### src/logic/saci_pkg.sv
// Constants, types and helpers shared by the serial converter control block.
// Assumes one core clock; all pins are sampled and their edges found in its cycles.
// Behaviour
// - Serial port works only while select is low.
// - Bits launch on falling shift clock edges, are sampled on rising ones.
// - Config in and result out move together on the same edges.
// - First eight rising edges after recognised select capture config.
// - Further serial input bits are ignored until the next exchange begins.
// - Previous conversion result shifts out while the config word shifts in.
// - Exchange end starts the conversion; host then raises select.
// - Finished result is held and sent on the next exchange.
// - Arrival: single/diff, odd, select x2, unipolar, msb-first, length x2.
// - First four config bits route the multiplexer for that conversion.
// - Differential mode measures one of four adjacent pairs, any polarity.
// - Single-ended mode measures a channel against the common input.
// - Select bits choose the differential pair; odd/sign picks positive.
// - Single-ended positive channel is twice select plus odd/sign.
// - Result leaves on serial output and the register bus, config enters only on input.
// - Conversion timed by conversion clock, transfers by shift clock.
// - After select falls, wait two falling conversion clock edges.
// - Unipolar flag one gives unipolar code, zero gives two's complement.
// - Msb-first flag sets only the bit order of the next output word.
// - Word length bits set present output length: 8, 10, 12 or 16.
package saci_pkg;
    localparam int CFG_BITS = 8;
    localparam int RES_BITS = 10;
    // Config word field positions, first arriving bit at the top
    localparam int F_SGL = 7;
    localparam int F_ODD = 6;
    localparam int F_SEL_HI = 5;
    localparam int F_SEL_LO = 4;
    localparam int F_UNIPOLAR = 3;
    localparam int F_MSB_FIRST = 2;
    localparam int F_WL_HI = 1;
    localparam int F_WL_LO = 0;
    // Output word lengths in shift clocks
    localparam logic [4:0] WL_8 = 5'h08;
    localparam logic [4:0] WL_10 = 5'h0a;
    localparam logic [4:0] WL_12 = 5'h0c;
    localparam logic [4:0] WL_16 = 5'h10;
    localparam logic [4:0] CNT_SAT = 5'h1f;
    // Conversion clock timing
    localparam logic [1:0] ARM_LAST = 2'h1;
    localparam int CONV_ACLK_CYCLES = 44;
    // Register bus map
    localparam int ADDR_W = 4;
    localparam logic [3:0] REG_CTRL = 4'h0;
    localparam logic [3:0] REG_STATUS = 4'h4;
    localparam logic [3:0] REG_RESULT = 4'h8;
    localparam int CTRL_EN_BIT = 0;
    localparam logic CTRL_EN_RESET = 1'h1;
    localparam logic [1:0] RESP_OKAY = 2'h0;
    localparam logic [1:0] RESP_SLVERR = 2'h2;

    typedef enum logic [1:0] {
        ST_IDLE = 2'b00,
        ST_ARM = 2'b01,
        ST_XFER = 2'b10,
        ST_CONV = 2'b11
    } saci_state_type;

    // Output word length from the two length bits
    function automatic logic [4:0] wordLen(input logic [7:0] cfg);
        case ({cfg[F_WL_HI], cfg[F_WL_LO]})
            2'b00: wordLen = WL_8;
            2'b01: wordLen = WL_10;
            2'b10: wordLen = WL_12;
            default: wordLen = WL_16;
        endcase
    endfunction

    // Bit of the result sent at a given position; zeros pad long words
    function automatic logic pickBit(input logic [9:0] res,
            input logic [4:0] idx, input logic msbFirst);
        if (idx >= 5'(RES_BITS))
            pickBit = 1'b0;
        else if (msbFirst)
            pickBit = res[4'(RES_BITS - 1) - idx[3:0]];
        else
            pickBit = res[idx[3:0]];
    endfunction

    // Unipolar keeps straight binary; bipolar flips to two's complement
    function automatic logic [9:0] fmtCode(input logic [9:0] code,
            input logic unipolar);
        fmtCode = unipolar ? code : {~code[9], code[8:0]};
    endfunction
endpackage

### src/logic/saci_sync.sv
// Two flip-flop synchroniser for pins from outside the core clock domain.
// Assumes the inputs are asynchronous levels; output is safe to read.
`timescale 1ns/1ns
module saci_sync #(
    parameter int W = 1
) (
    input wire logic core_clk,
    input wire logic rst_n,
    input wire logic [W-1:0] asyncIn,
    output logic [W-1:0] syncOut
);
    logic [W-1:0] meta_q;

    // First stage feeds only the second stage
    always_ff @(posedge core_clk) begin
        if (!rst_n) begin
            meta_q <= '0;
            syncOut <= '0;
        end else begin
            meta_q <= asyncIn;
            syncOut <= meta_q;
        end
    end
endmodule // saci_sync

### src/logic/saci_mux.sv
// Multiplexer routing decode for the requested conversion.
// Assumes load pulses once per accepted config word.
`timescale 1ns/1ns
module saci_mux
    import saci_pkg::*;
(
    input wire logic core_clk,
    input wire logic rst_n,
    input wire logic load,
    input wire logic [3:0] muxAddr,
    output logic [2:0] muxPos,
    output logic [2:0] muxNeg,
    output logic muxNegCom
);
    logic [2:0] pos;

    assign pos = {muxAddr[1:0], muxAddr[2]};

    always_ff @(posedge core_clk) begin
        if (!rst_n) begin
            muxPos <= 3'h0;
            muxNeg <= 3'h1;
            muxNegCom <= 1'b0;
        end else if (load) begin
            muxPos <= pos;
            muxNeg <= pos ^ 3'h1;
            muxNegCom <= muxAddr[3];
        end
    end
endmodule // saci_mux

### src/logic/saci_top.sv
// Serial converter control: pin sampling, config capture, result shift
// out, conversion timing and an AXI4-Lite register slave.
// Assumes pins are asynchronous to core_clk and much slower than it.
`timescale 1ns/1ns
module saci_top
    import saci_pkg::*;
#(
    parameter int CONV_CLKS = CONV_ACLK_CYCLES
) (
    input wire logic core_clk,
    input wire logic rst_n,
    input wire logic csN,
    input wire logic sclk,
    input wire logic din,
    input wire logic aclk,
    input wire logic [9:0] analogCode,
    output logic dout,
    output logic doutOe,
    output logic [2:0] muxPos,
    output logic [2:0] muxNeg,
    output logic muxNegCom,
    output logic unipolarFlag,
    output logic convBusy,
    input wire logic [ADDR_W-1:0] s_axi_awaddr,
    input wire logic s_axi_awvalid,
    output logic s_axi_awready,
    input wire logic [31:0] s_axi_wdata,
    input wire logic [3:0] s_axi_wstrb,
    input wire logic s_axi_wvalid,
    output logic s_axi_wready,
    output logic [1:0] s_axi_bresp,
    output logic s_axi_bvalid,
    input wire logic s_axi_bready,
    input wire logic [ADDR_W-1:0] s_axi_araddr,
    input wire logic s_axi_arvalid,
    output logic s_axi_arready,
    output logic [31:0] s_axi_rdata,
    output logic [1:0] s_axi_rresp,
    output logic s_axi_rvalid,
    input wire logic s_axi_rready
);
    localparam logic [5:0] CONV_LAST = 6'(CONV_CLKS - 1);

    logic [3:0] pinS;
    logic [3:0] pinD_q;
    logic csLow;
    logic dinS;
    logic sclkRise;
    logic sclkFall;
    logic aclkFall;
    saci_state_type state_q;
    logic [1:0] armCnt_q;
    logic [5:0] convCnt_q;
    logic [4:0] inCnt_q;
    logic [4:0] riseCnt_q;
    logic [4:0] outIdx_q;
    logic [7:0] cfg_q;
    logic wordIn;
    logic xferEnd;
    logic convStart;
    logic convDone;
    logic pendMsbFirst_q;
    logic [9:0] result_q;
    logic outMsbFirst_q;
    logic portEn_q;
    logic [ADDR_W-1:0] awAddr_q;
    logic awHeld_q;
    logic [31:0] wData_q;
    logic [3:0] wStrb_q;
    logic wHeld_q;
    logic [31:0] rdData_d;
    logic rdOk_d;

    // Pins pass two flip-flops; select enters inverted so reset reads idle
    saci_sync #(.W(4)) u_sync (
        .core_clk(core_clk),
        .rst_n(rst_n),
        .asyncIn({!csN, sclk, din, aclk}),
        .syncOut(pinS)
    );

    // Previous synchronised level for edge finding
    always_ff @(posedge core_clk) begin
        if (!rst_n)
            pinD_q <= 4'h0; // Matches synchroniser reset: no false edges
        else
            pinD_q <= pinS;
    end

    assign csLow = pinS[3];
    assign dinS = pinS[1];
    assign sclkRise = pinS[2] && !pinD_q[2];
    assign sclkFall = !pinS[2] && pinD_q[2];
    assign aclkFall = !pinS[0] && pinD_q[0];

    // Exchange status terms
    assign wordIn = (inCnt_q == 5'(CFG_BITS));
    // present word length ends the exchange
    assign xferEnd = wordIn && (riseCnt_q >= wordLen(cfg_q));
    assign convStart = (state_q == ST_XFER) && wordIn && (!csLow || xferEnd);
    assign convDone = (state_q == ST_CONV) && aclkFall
        && (convCnt_q == CONV_LAST);

    // Main sequence of a select cycle
    always_ff @(posedge core_clk) begin
        if (!rst_n) begin
            state_q <= ST_IDLE;
        end else begin
            case (state_q)
                ST_IDLE: begin
                    if (csLow && portEn_q)
                        state_q <= ST_ARM;
                end
                ST_ARM: begin
                    if (!csLow)
                        state_q <= ST_IDLE;
                    else if (aclkFall && armCnt_q == ARM_LAST)
                        state_q <= ST_XFER;
                end
                ST_XFER: begin
                    if (convStart)
                        state_q <= ST_CONV;
                    else if (!csLow)
                        state_q <= ST_IDLE;
                end
                ST_CONV: begin
                    if (convDone)
                        state_q <= csLow ? ST_XFER : ST_IDLE;
                end
                default: state_q <= ST_IDLE;
            endcase
        end
    end

    // Deglitch wait counter
    always_ff @(posedge core_clk) begin
        if (!rst_n || state_q != ST_ARM)
            armCnt_q <= 2'h0;
        else if (aclkFall)
            armCnt_q <= armCnt_q + 2'h1;
    end

    always_ff @(posedge core_clk) begin
        if (!rst_n || state_q != ST_CONV)
            convCnt_q <= 6'h0;
        else if (aclkFall)
            convCnt_q <= convCnt_q + 6'h1;
    end

    // Bit counters, cleared between exchanges
    always_ff @(posedge core_clk) begin
        if (!rst_n || state_q == ST_IDLE || convDone) begin
            inCnt_q <= 5'h0;
            riseCnt_q <= 5'h0;
            outIdx_q <= 5'h0;
        end else if (state_q == ST_XFER) begin
            if (sclkRise && riseCnt_q != CNT_SAT)
                riseCnt_q <= riseCnt_q + 5'h1;
            if (sclkRise && !wordIn)
                inCnt_q <= inCnt_q + 5'h1;
            if (sclkFall && outIdx_q != CNT_SAT)
                outIdx_q <= outIdx_q + 5'h1;
        end
    end

    // Config word shift register
    always_ff @(posedge core_clk) begin
        if (!rst_n)
            cfg_q <= 8'h00;
        else if (state_q == ST_XFER && sclkRise && !wordIn)
            cfg_q <= {cfg_q[6:0], dinS};
    end

    // Settings carried with the requested conversion
    always_ff @(posedge core_clk) begin
        if (!rst_n) begin
            unipolarFlag <= 1'b1;
            pendMsbFirst_q <= 1'b1;
        end else if (convStart) begin
            unipolarFlag <= cfg_q[F_UNIPOLAR];
            pendMsbFirst_q <= cfg_q[F_MSB_FIRST];
        end
    end

    // Hold the finished result and its bit order
    always_ff @(posedge core_clk) begin
        if (!rst_n) begin
            result_q <= 10'h000;
            outMsbFirst_q <= 1'b1;
        end else if (convDone) begin
            result_q <= fmtCode(analogCode, unipolarFlag);
            outMsbFirst_q <= pendMsbFirst_q;
        end
    end

    // Multiplexer routing for the requested conversion
    saci_mux u_mux (
        .core_clk(core_clk),
        .rst_n(rst_n),
        .load(convStart),
        .muxAddr(cfg_q[F_SGL:F_SEL_LO]),
        .muxPos(muxPos),
        .muxNeg(muxNeg),
        .muxNegCom(muxNegCom)
    );

    // Serial output pin and busy flag
    always_ff @(posedge core_clk) begin
        if (!rst_n) begin
            dout <= 1'b0;
            doutOe <= 1'b0;
            convBusy <= 1'b0;
        end else begin
            doutOe <= (state_q == ST_XFER);
            dout <= (state_q == ST_XFER)
                ? pickBit(result_q, outIdx_q, outMsbFirst_q) : 1'b0;
            convBusy <= (state_q == ST_CONV);
        end
    end

    // Write channel: address and data taken in either order
    always_ff @(posedge core_clk) begin
        if (!rst_n) begin
            s_axi_awready <= 1'b1;
            s_axi_wready <= 1'b1;
            s_axi_bvalid <= 1'b0;
            s_axi_bresp <= RESP_OKAY;
            awHeld_q <= 1'b0;
            wHeld_q <= 1'b0;
            awAddr_q <= '0;
            wData_q <= 32'h0;
            wStrb_q <= 4'h0;
            portEn_q <= CTRL_EN_RESET;
        end else begin
            if (s_axi_awvalid && s_axi_awready) begin
                awAddr_q <= s_axi_awaddr;
                awHeld_q <= 1'b1;
                s_axi_awready <= 1'b0;
            end
            if (s_axi_wvalid && s_axi_wready) begin
                wData_q <= s_axi_wdata;
                wStrb_q <= s_axi_wstrb;
                wHeld_q <= 1'b1;
                s_axi_wready <= 1'b0;
            end
            if (awHeld_q && wHeld_q && !s_axi_bvalid) begin
                awHeld_q <= 1'b0;
                wHeld_q <= 1'b0;
                s_axi_bvalid <= 1'b1;
                if (awAddr_q == REG_CTRL) begin
                    s_axi_bresp <= RESP_OKAY;
                    if (wStrb_q[0])
                        portEn_q <= wData_q[CTRL_EN_BIT];
                end else begin
                    s_axi_bresp <= (awAddr_q == REG_STATUS
                        || awAddr_q == REG_RESULT) ? RESP_OKAY
                        : RESP_SLVERR;
                end
            end
            if (s_axi_bvalid && s_axi_bready) begin
                s_axi_bvalid <= 1'b0;
                s_axi_awready <= 1'b1;
                s_axi_wready <= 1'b1;
            end
        end
    end

    // Read decode
    always_comb begin
        rdData_d = 32'h0;
        rdOk_d = 1'b1;
        case (s_axi_araddr)
            REG_CTRL: rdData_d[CTRL_EN_BIT] = portEn_q;
            REG_STATUS: rdData_d[12:0] = {convBusy, outMsbFirst_q, 1'b0,
                state_q, cfg_q};
            REG_RESULT: rdData_d[9:0] = result_q;
            default: rdOk_d = 1'b0;
        endcase
    end

    // Read channel
    always_ff @(posedge core_clk) begin
        if (!rst_n) begin
            s_axi_arready <= 1'b1;
            s_axi_rvalid <= 1'b0;
            s_axi_rdata <= 32'h0;
            s_axi_rresp <= RESP_OKAY;
        end else if (s_axi_arvalid && s_axi_arready) begin
            s_axi_arready <= 1'b0;
            s_axi_rvalid <= 1'b1;
            s_axi_rdata <= rdData_d;
            s_axi_rresp <= rdOk_d ? RESP_OKAY : RESP_SLVERR;
        end else if (s_axi_rvalid && s_axi_rready) begin
            s_axi_rvalid <= 1'b0;
            s_axi_arready <= 1'b1;
        end
    end
endmodule // saci_top

### config.mk
export PLATFORM = sky130hd
export DESIGN_NAME = saci_top
export DESIGN_NICKNAME = d
export VERILOG_FILES = /design/src/logic/saci_pkg.sv /design/src/logic/saci_sync.sv /design/src/logic/saci_mux.sv /design/src/logic/saci_top.sv
export SDC_FILE = /design/constraint.sdc
export NUM_CORES = 1
export LEC_CHECK = 0
export BUFFER_PORTS_ARGS = -buffer_cell sky130_fd_sc_hd__buf_2
export CAP_MARGIN = 40
export CORE_MARGIN = 4
export CORE_UTILIZATION = 30
export CTS_CLUSTER_SIZE = 20
export DETAILED_ROUTE_END_ITERATION = 16
export PLACE_DENSITY_LB_ADDON = 0.12
export SLEW_MARGIN = 10
export SYNTH_ARGS = -nofsm -noshare
export SYNTH_HDL_FRONTEND = slang
export SYNTH_SLANG_ARGS = --single-unit
### constraint.sdc
create_clock -name core_clk -period 2.75 [get_ports core_clk]
set_input_delay 0.55 -clock core_clk [delete_from_list [all_inputs] [get_ports core_clk]]
set_output_delay 0.55 -clock core_clk [all_outputs]
set_load 0.05 [all_outputs]
Word level (Yosys, flattened, before mapping):

Index checks and enable logic that the tools add are counted.

* register bits after elaboration: 98
* input port bits: 65
* output and inout bits: 52
* word-level logic and storage cells: 144

* add/sub/neg operators: 6
* order comparisons: 4
* equality and inequality tests: 20
* multiplexer cells: 26
* bitwise logic cells: 4
* reduce and logical (&&, ||, !) cells: 50

Operator list (number)
* logical AND 1 bit: 22
* 2-to-1 mux 2 bit: 10
* one-hot mux 9 bit (2 select lines): 1
* adder 5 x 1 -> 5 bit, second input constant: 3
* one-hot mux 5 bit (3 select lines): 1
* < comparator 4 x 5 -> 1 bit, second input constant: 2
* 2-to-1 mux 10 bit: 1
* inequality test 5 bit, second input constant: 2
* binary-select mux 1 bit (select 4 bit): 2
* == test 4 x 3 -> 1 bit, second input constant: 2
* == test 4 bit, second input constant: 2
* logical NOT 1 bit: 8
* logical NOT 4 bit: 2
* 2-to-1 mux 1 bit: 8
* one-hot mux 2 bit (4 select lines): 1
* adder 6 x 1 -> 6 bit, second input constant: 1
* == test 2 x 1 -> 1 bit, second input constant: 3
* == test 2 bit, second input constant: 3
* == test 6 bit, second input constant: 1
* logical OR 1 bit: 6
* inequality test 2 bit, second input constant: 3
* inequality test 3 bit, second input constant: 2
* AND reduction 2 bit: 3
* OR reduction 3 bit: 2
* other kinds (14): 19

Logic depth before layout (Yosys ltp):

* depth in word-level cells: 8
* depth in mapped cells: 8
* gate-level depth less buffers: 7

Cells and area by module:

From an unflattened synthesis, not the netlist that was laid out.

* cells, all modules: 454
* area total of the unflattened synthesis: 4216.5 µm²

By module, submodules not included
* saci_top: times used 1, cells each 419, area an instance 3799.9 µm², seq. area each 1581.5 µm²
* saci_sync: times used 1, cells each 16, area an instance 210.2 µm², seq. area each 160.2 µm²
* saci_mux: times used 1, cells each 19, area an instance 206.4 µm², seq. area each 100.1 µm²

Worst setup path before layout:

No wires, ideal clock.

* path kind: flip-flop to flip-flop
* start point: register convCnt_q[0]
* end point: register outIdx_q[1]
* setup time: 0.062 ns
* arrival: 1.714 ns
* data required time: 2.688 ns
* setup slack: 0.974 ns
* stages on the path, launching flop included: 9
* buffers on the path: 3
* clock period less this slack: 1.776 ns
* cell sequence: dfxtp_1 > ha_1 > and4b_1 > and4_4 > buf_6 > or3_1 > buf_6 > buf_12 > nor2_4

* word-level cells in the longest chain between the ends: 3

Ends and longest elaborated chain
* from (decl): line saci_top.sv:53 `logic [5:0] convCnt_q;`
* from (signal assigned): line saci_top.sv:147 `convCnt_q <= convCnt_q + 6'h1;`
* == test 6 bit: line saci_top.sv:102 `&& (convCnt_q == CONV_LAST);`
* logical AND 1 bit: line saci_top.sv:102
* logical OR 1 bit: line saci_top.sv:152 `if (!rst_n || state_q == ST_IDLE || convDone) begin`
* to (signal assigned): line saci_top.sv:162 `outIdx_q <= outIdx_q + 5'h1;`
* to (decl): line saci_top.sv:56 `logic [4:0] outIdx_q;`

No other way between the ends.
A chain may end at the register's enable or synchronous reset.

Worst setup path in the final report:

* start point: register outIdx_q[1]
* end point: register outIdx_q[1]

* word-level cells in the longest chain between the ends: 3
* elaborated cells between the ends (all ways): 4
* those cells by class: add/sub (1); eq/ne (1); reduce/logical (2)

Ends and longest elaborated chain
* branches (longest 3 deep; another with adder 5 x 1 -> 5 bit)

Several ways; the timed one is not identified.

==> results.sh <==
export IMPL_synth_area_um2=4258
export IMPL_ys_warn_count=0
export IMPL_cts_setup_buffers=0
export IMPL_cp_num_cells=7
export IMPL_crit_path_end_kind="flip-flop"
export IMPL_placed_area_um2=4653
export IMPL_vias=3292
export IMPL_syn_to_final_growth_pct=15.63
export IMPL_portBuffers=60
export IMPL_worstSetupPathType="reg2reg"
export IMPL_async_flop_share=0
export IMPL_grt_util_all_layers=0.1278
export IMPL_tightest_slew_ns=0.5432
export IMPL_fp_dieH_um=127.1
export IMPL_fin_crit_ns=2.019
export IMPL_clkTransAtPathRegs_ns=0.06
export IMPL_utilization=0.3547
export IMPL_wl_per_cell_um=14.30
export IMPL_grt_overflow_total=0
export IMPL_rsz0062_at_grt="no"
export IMPL_final_hold_viol_count=0
export IMPL_diodes=0
export IMPL_synth_cells=462
export IMPL_crit_chain="ha_1 > and3_1 > ha_1 > nor3b_1 > nand2_1 > mux2i_1 > nor2_4"
export IMPL_cts_hold_buf=0
export IMPL_grt_first_pass_wirelength_um=16320
export IMPL_cp_data_arrival_time_ns=2.25
export IMPL_ir_worst_vdd_v=0.0002898
export IMPL_timing_hold_ws_ns=0.3581
export IMPL_cp_start_kind="flip-flop"
export IMPL_insertion_delay_ns=0.35
export IMPL_max_freq_mhz=495.4
export IMPL_cts_root_buffer="clkbuf_16"
export IMPL_vias_per_cell=4.689
export IMPL_path_delay_family="simple AND/OR/NAND/NOR gates"
export IMPL_synth_edf_count=0
export IMPL_drt_iter0_drc=150
export IMPL_synth_main_ff_cell="dfxtp_1"
export IMPL_crit_fanout=10
export IMPL_hold_path_class="in2reg"
export IMPL_cts_sinks=92
export IMPL_yosys_top_cells_area="dfxtp_1 43%, mux2i_1 5.4%, buf_4 4.2%, nor2_1 3.9%, ha_1 3.8%"
export IMPL_ys_seq_elements=92
export IMPL_slew_violations=0
export IMPL_p_leak_nw=1.923
export IMPL_final_cell_area_um2=4923
export IMPL_wirelength_um=10040
export IMPL_fin_crit_sh=0.7340
export IMPL_syn_area_per_cell_um2=9.216
export IMPL_first_pass_iters=4
export IMPL_nets=596
export IMPL_ant_nets=0
export IMPL_r2r_start="outIdx_q[1]$_SDFFE_PP0P_"
export IMPL_r2r_end="outIdx_q[1]$_SDFFE_PP0P_"
export IMPL_io_pins=117
export IMPL_core_area_um2=13880
export IMPL_grt_pass1_vias=3236
export IMPL_post_dp_hpwl_um=7168
export IMPL_finalSetupTns_ns=0
export IMPL_die_area_um2=16160
export IMPL_cts_inserted_buffers=9
export IMPL_fin_worst_skew_ns=0.006683
export IMPL_synth_top_cell_area_share=0.4326
export IMPL_synth_top_cell_by_area="dfxtp_1"
export IMPL_crit_slowest_cell="dfxtp_1"
export IMPL_die_x_um=127.1
export IMPL_setup_violations=0
export IMPL_power_density_nw_per_um2=594.5
export IMPL_rows=43
export IMPL_slowest_delay_ns=0.44
export IMPL_h_tree_depth=3
export IMPL_status="finished clean"
export IMPL_start_util=0.3067
export IMPL_rrSetupSlack_ns=0.73
export IMPL_slew_limit_headroom=0.6285
export IMPL_synth_cell_type_count=57
export IMPL_seq_area_frac_synth=0.4326
export IMPL_place_gp_congestion=0.7845
export IMPL_endpoint="outIdx_q[1]$_SDFFE_PP0P_"
export IMPL_startpoint="outIdx_q[1]$_SDFFE_PP0P_"
export IMPL_crit_top_cell="ha_1"
export IMPL_cp_required_ns=2.98
export IMPL_antenna_found_initial=0
export IMPL_path_buf_inv=0
export IMPL_drv_cap=0
export IMPL_ff2ff_path_depth=7
export IMPL_grt_max_degree=31
export IMPL_drive_above_1_share=0.2031
export IMPL_clockBufferDepth=2
export IMPL_cts_tree="yes"
export IMPL_drc_errors=0
export IMPL_cts_resized=0
==> stage by stage <==
stage,cells,power [W],setup slack (ns)
after floorplan,483,0.001749,0.9738
after global placement,687,0.001803,0.7115
after detailed placement,687,0.001807,0.7372
final,702,0.002927,0.7314
after global routing,702,0.003075,0.5511
after CTS,702,0.002979,0.7259
==> worst min path at each step <==
stage | cells after the start | endpoint | startpoint
2_1_floorplan | 1 | u_sync.syncOut[0]$_SDFF_PN0_ | u_sync.meta_q[0]$_SDFF_PN0_
3_3_place_gp | 1 | u_sync.syncOut[1]$_SDFF_PN0_ | u_sync.meta_q[1]$_SDFF_PN0_
3_5_place_dp | 1 | u_sync.syncOut[1]$_SDFF_PN0_ | u_sync.meta_q[1]$_SDFF_PN0_
4_1_cts | 2 | u_sync.meta_q[3]$_SDFF_PN0_ | csN
5_1_grt | 2 | u_sync.meta_q[3]$_SDFF_PN0_ | csN
6_report | 2 | u_sync.meta_q[3]$_SDFF_PN0_ | csN
==> cells in the final DEF, fill, tap and decap left out, types with 13 or more instances in the layout <==
master / synthesis / routed
nand3_1: 22 / 22
conb_1: 1 / 22
nand2_1: 42 / 42
ha_1: 13 / 13
mux2i_1: 23 / 23
nor2_1: 44 / 44
a21oi_1: 30 / 30
buf_2: 5 / 60
inv_1: 17 / 17
dfxtp_1: 92 / 92
==> state kept, by name, summed over array words and instances (netlist names), 3 cells and up <==
signal          count
awAddr_q            4
s_axi_rdata        12
riseCnt_q           5
outIdx_q            5
convCnt_q           6
inCnt_q             5
u_sync.meta_q       4
u_sync.syncOut      4
u_mux.muxPos        3
cfg_q               8
result_q           10
==> routing by layer <==
layer | GRT usage | routed length [um]
met4 | 0.05174 | 176
met3 | 0.03637 | 522
met1 | 0.1699 | 4823
met2 | 0.1958 | 4520
met5 | 0 | 0
==> synth_stat cells (all sizes together) (3+ instances only) <==
library cell,number
nor2b,3
mux4,4
a21oi,31
and2,11
buf,33
xnor2,8
a221oi,9
clkbuf,14
mux2i,23
xor2,10
nand3b,4
and3,5
o21ai,10
nand4,4
nor2,54
inv,17
a211oi,4
nand2,42
nand2b,5
nand3,22
ha,13
dfxtp,92
nor3,11
==> cell families after synthesis <==
kind of cell	after synthesis	synth area share
buf+inv	64	0.08639
simple gates	174	0.2183
other cells	1	0.0008807
fa+ha+maj	13	0.03820
xor+xnor	18	0.03703
compound gates	72	0.1087
mux	28	0.07787
flops	92	0.4326
==> power by group <==
group          internal [W]  total [W]  leakage [nW]  switching (W)
Sequential          0.00137    0.00141         0.748      0.0000417
Combinational     0.0000937   0.000363          1.04       0.000270
Clock              0.000655    0.00115         0.135       0.000495
==> layout make-up <==
cell class	instances	area, um^2
fillers	1463	8957
multi-input cells	327	2140
flip-flops and latches	92	1842
repair buffers	71	382.9
clock buffers	13	260.3
well taps	180	225.2
inverters	17	63.81
clock inverters	2	10.01
No activity file was read; power rests on OpenSTA's default activity.
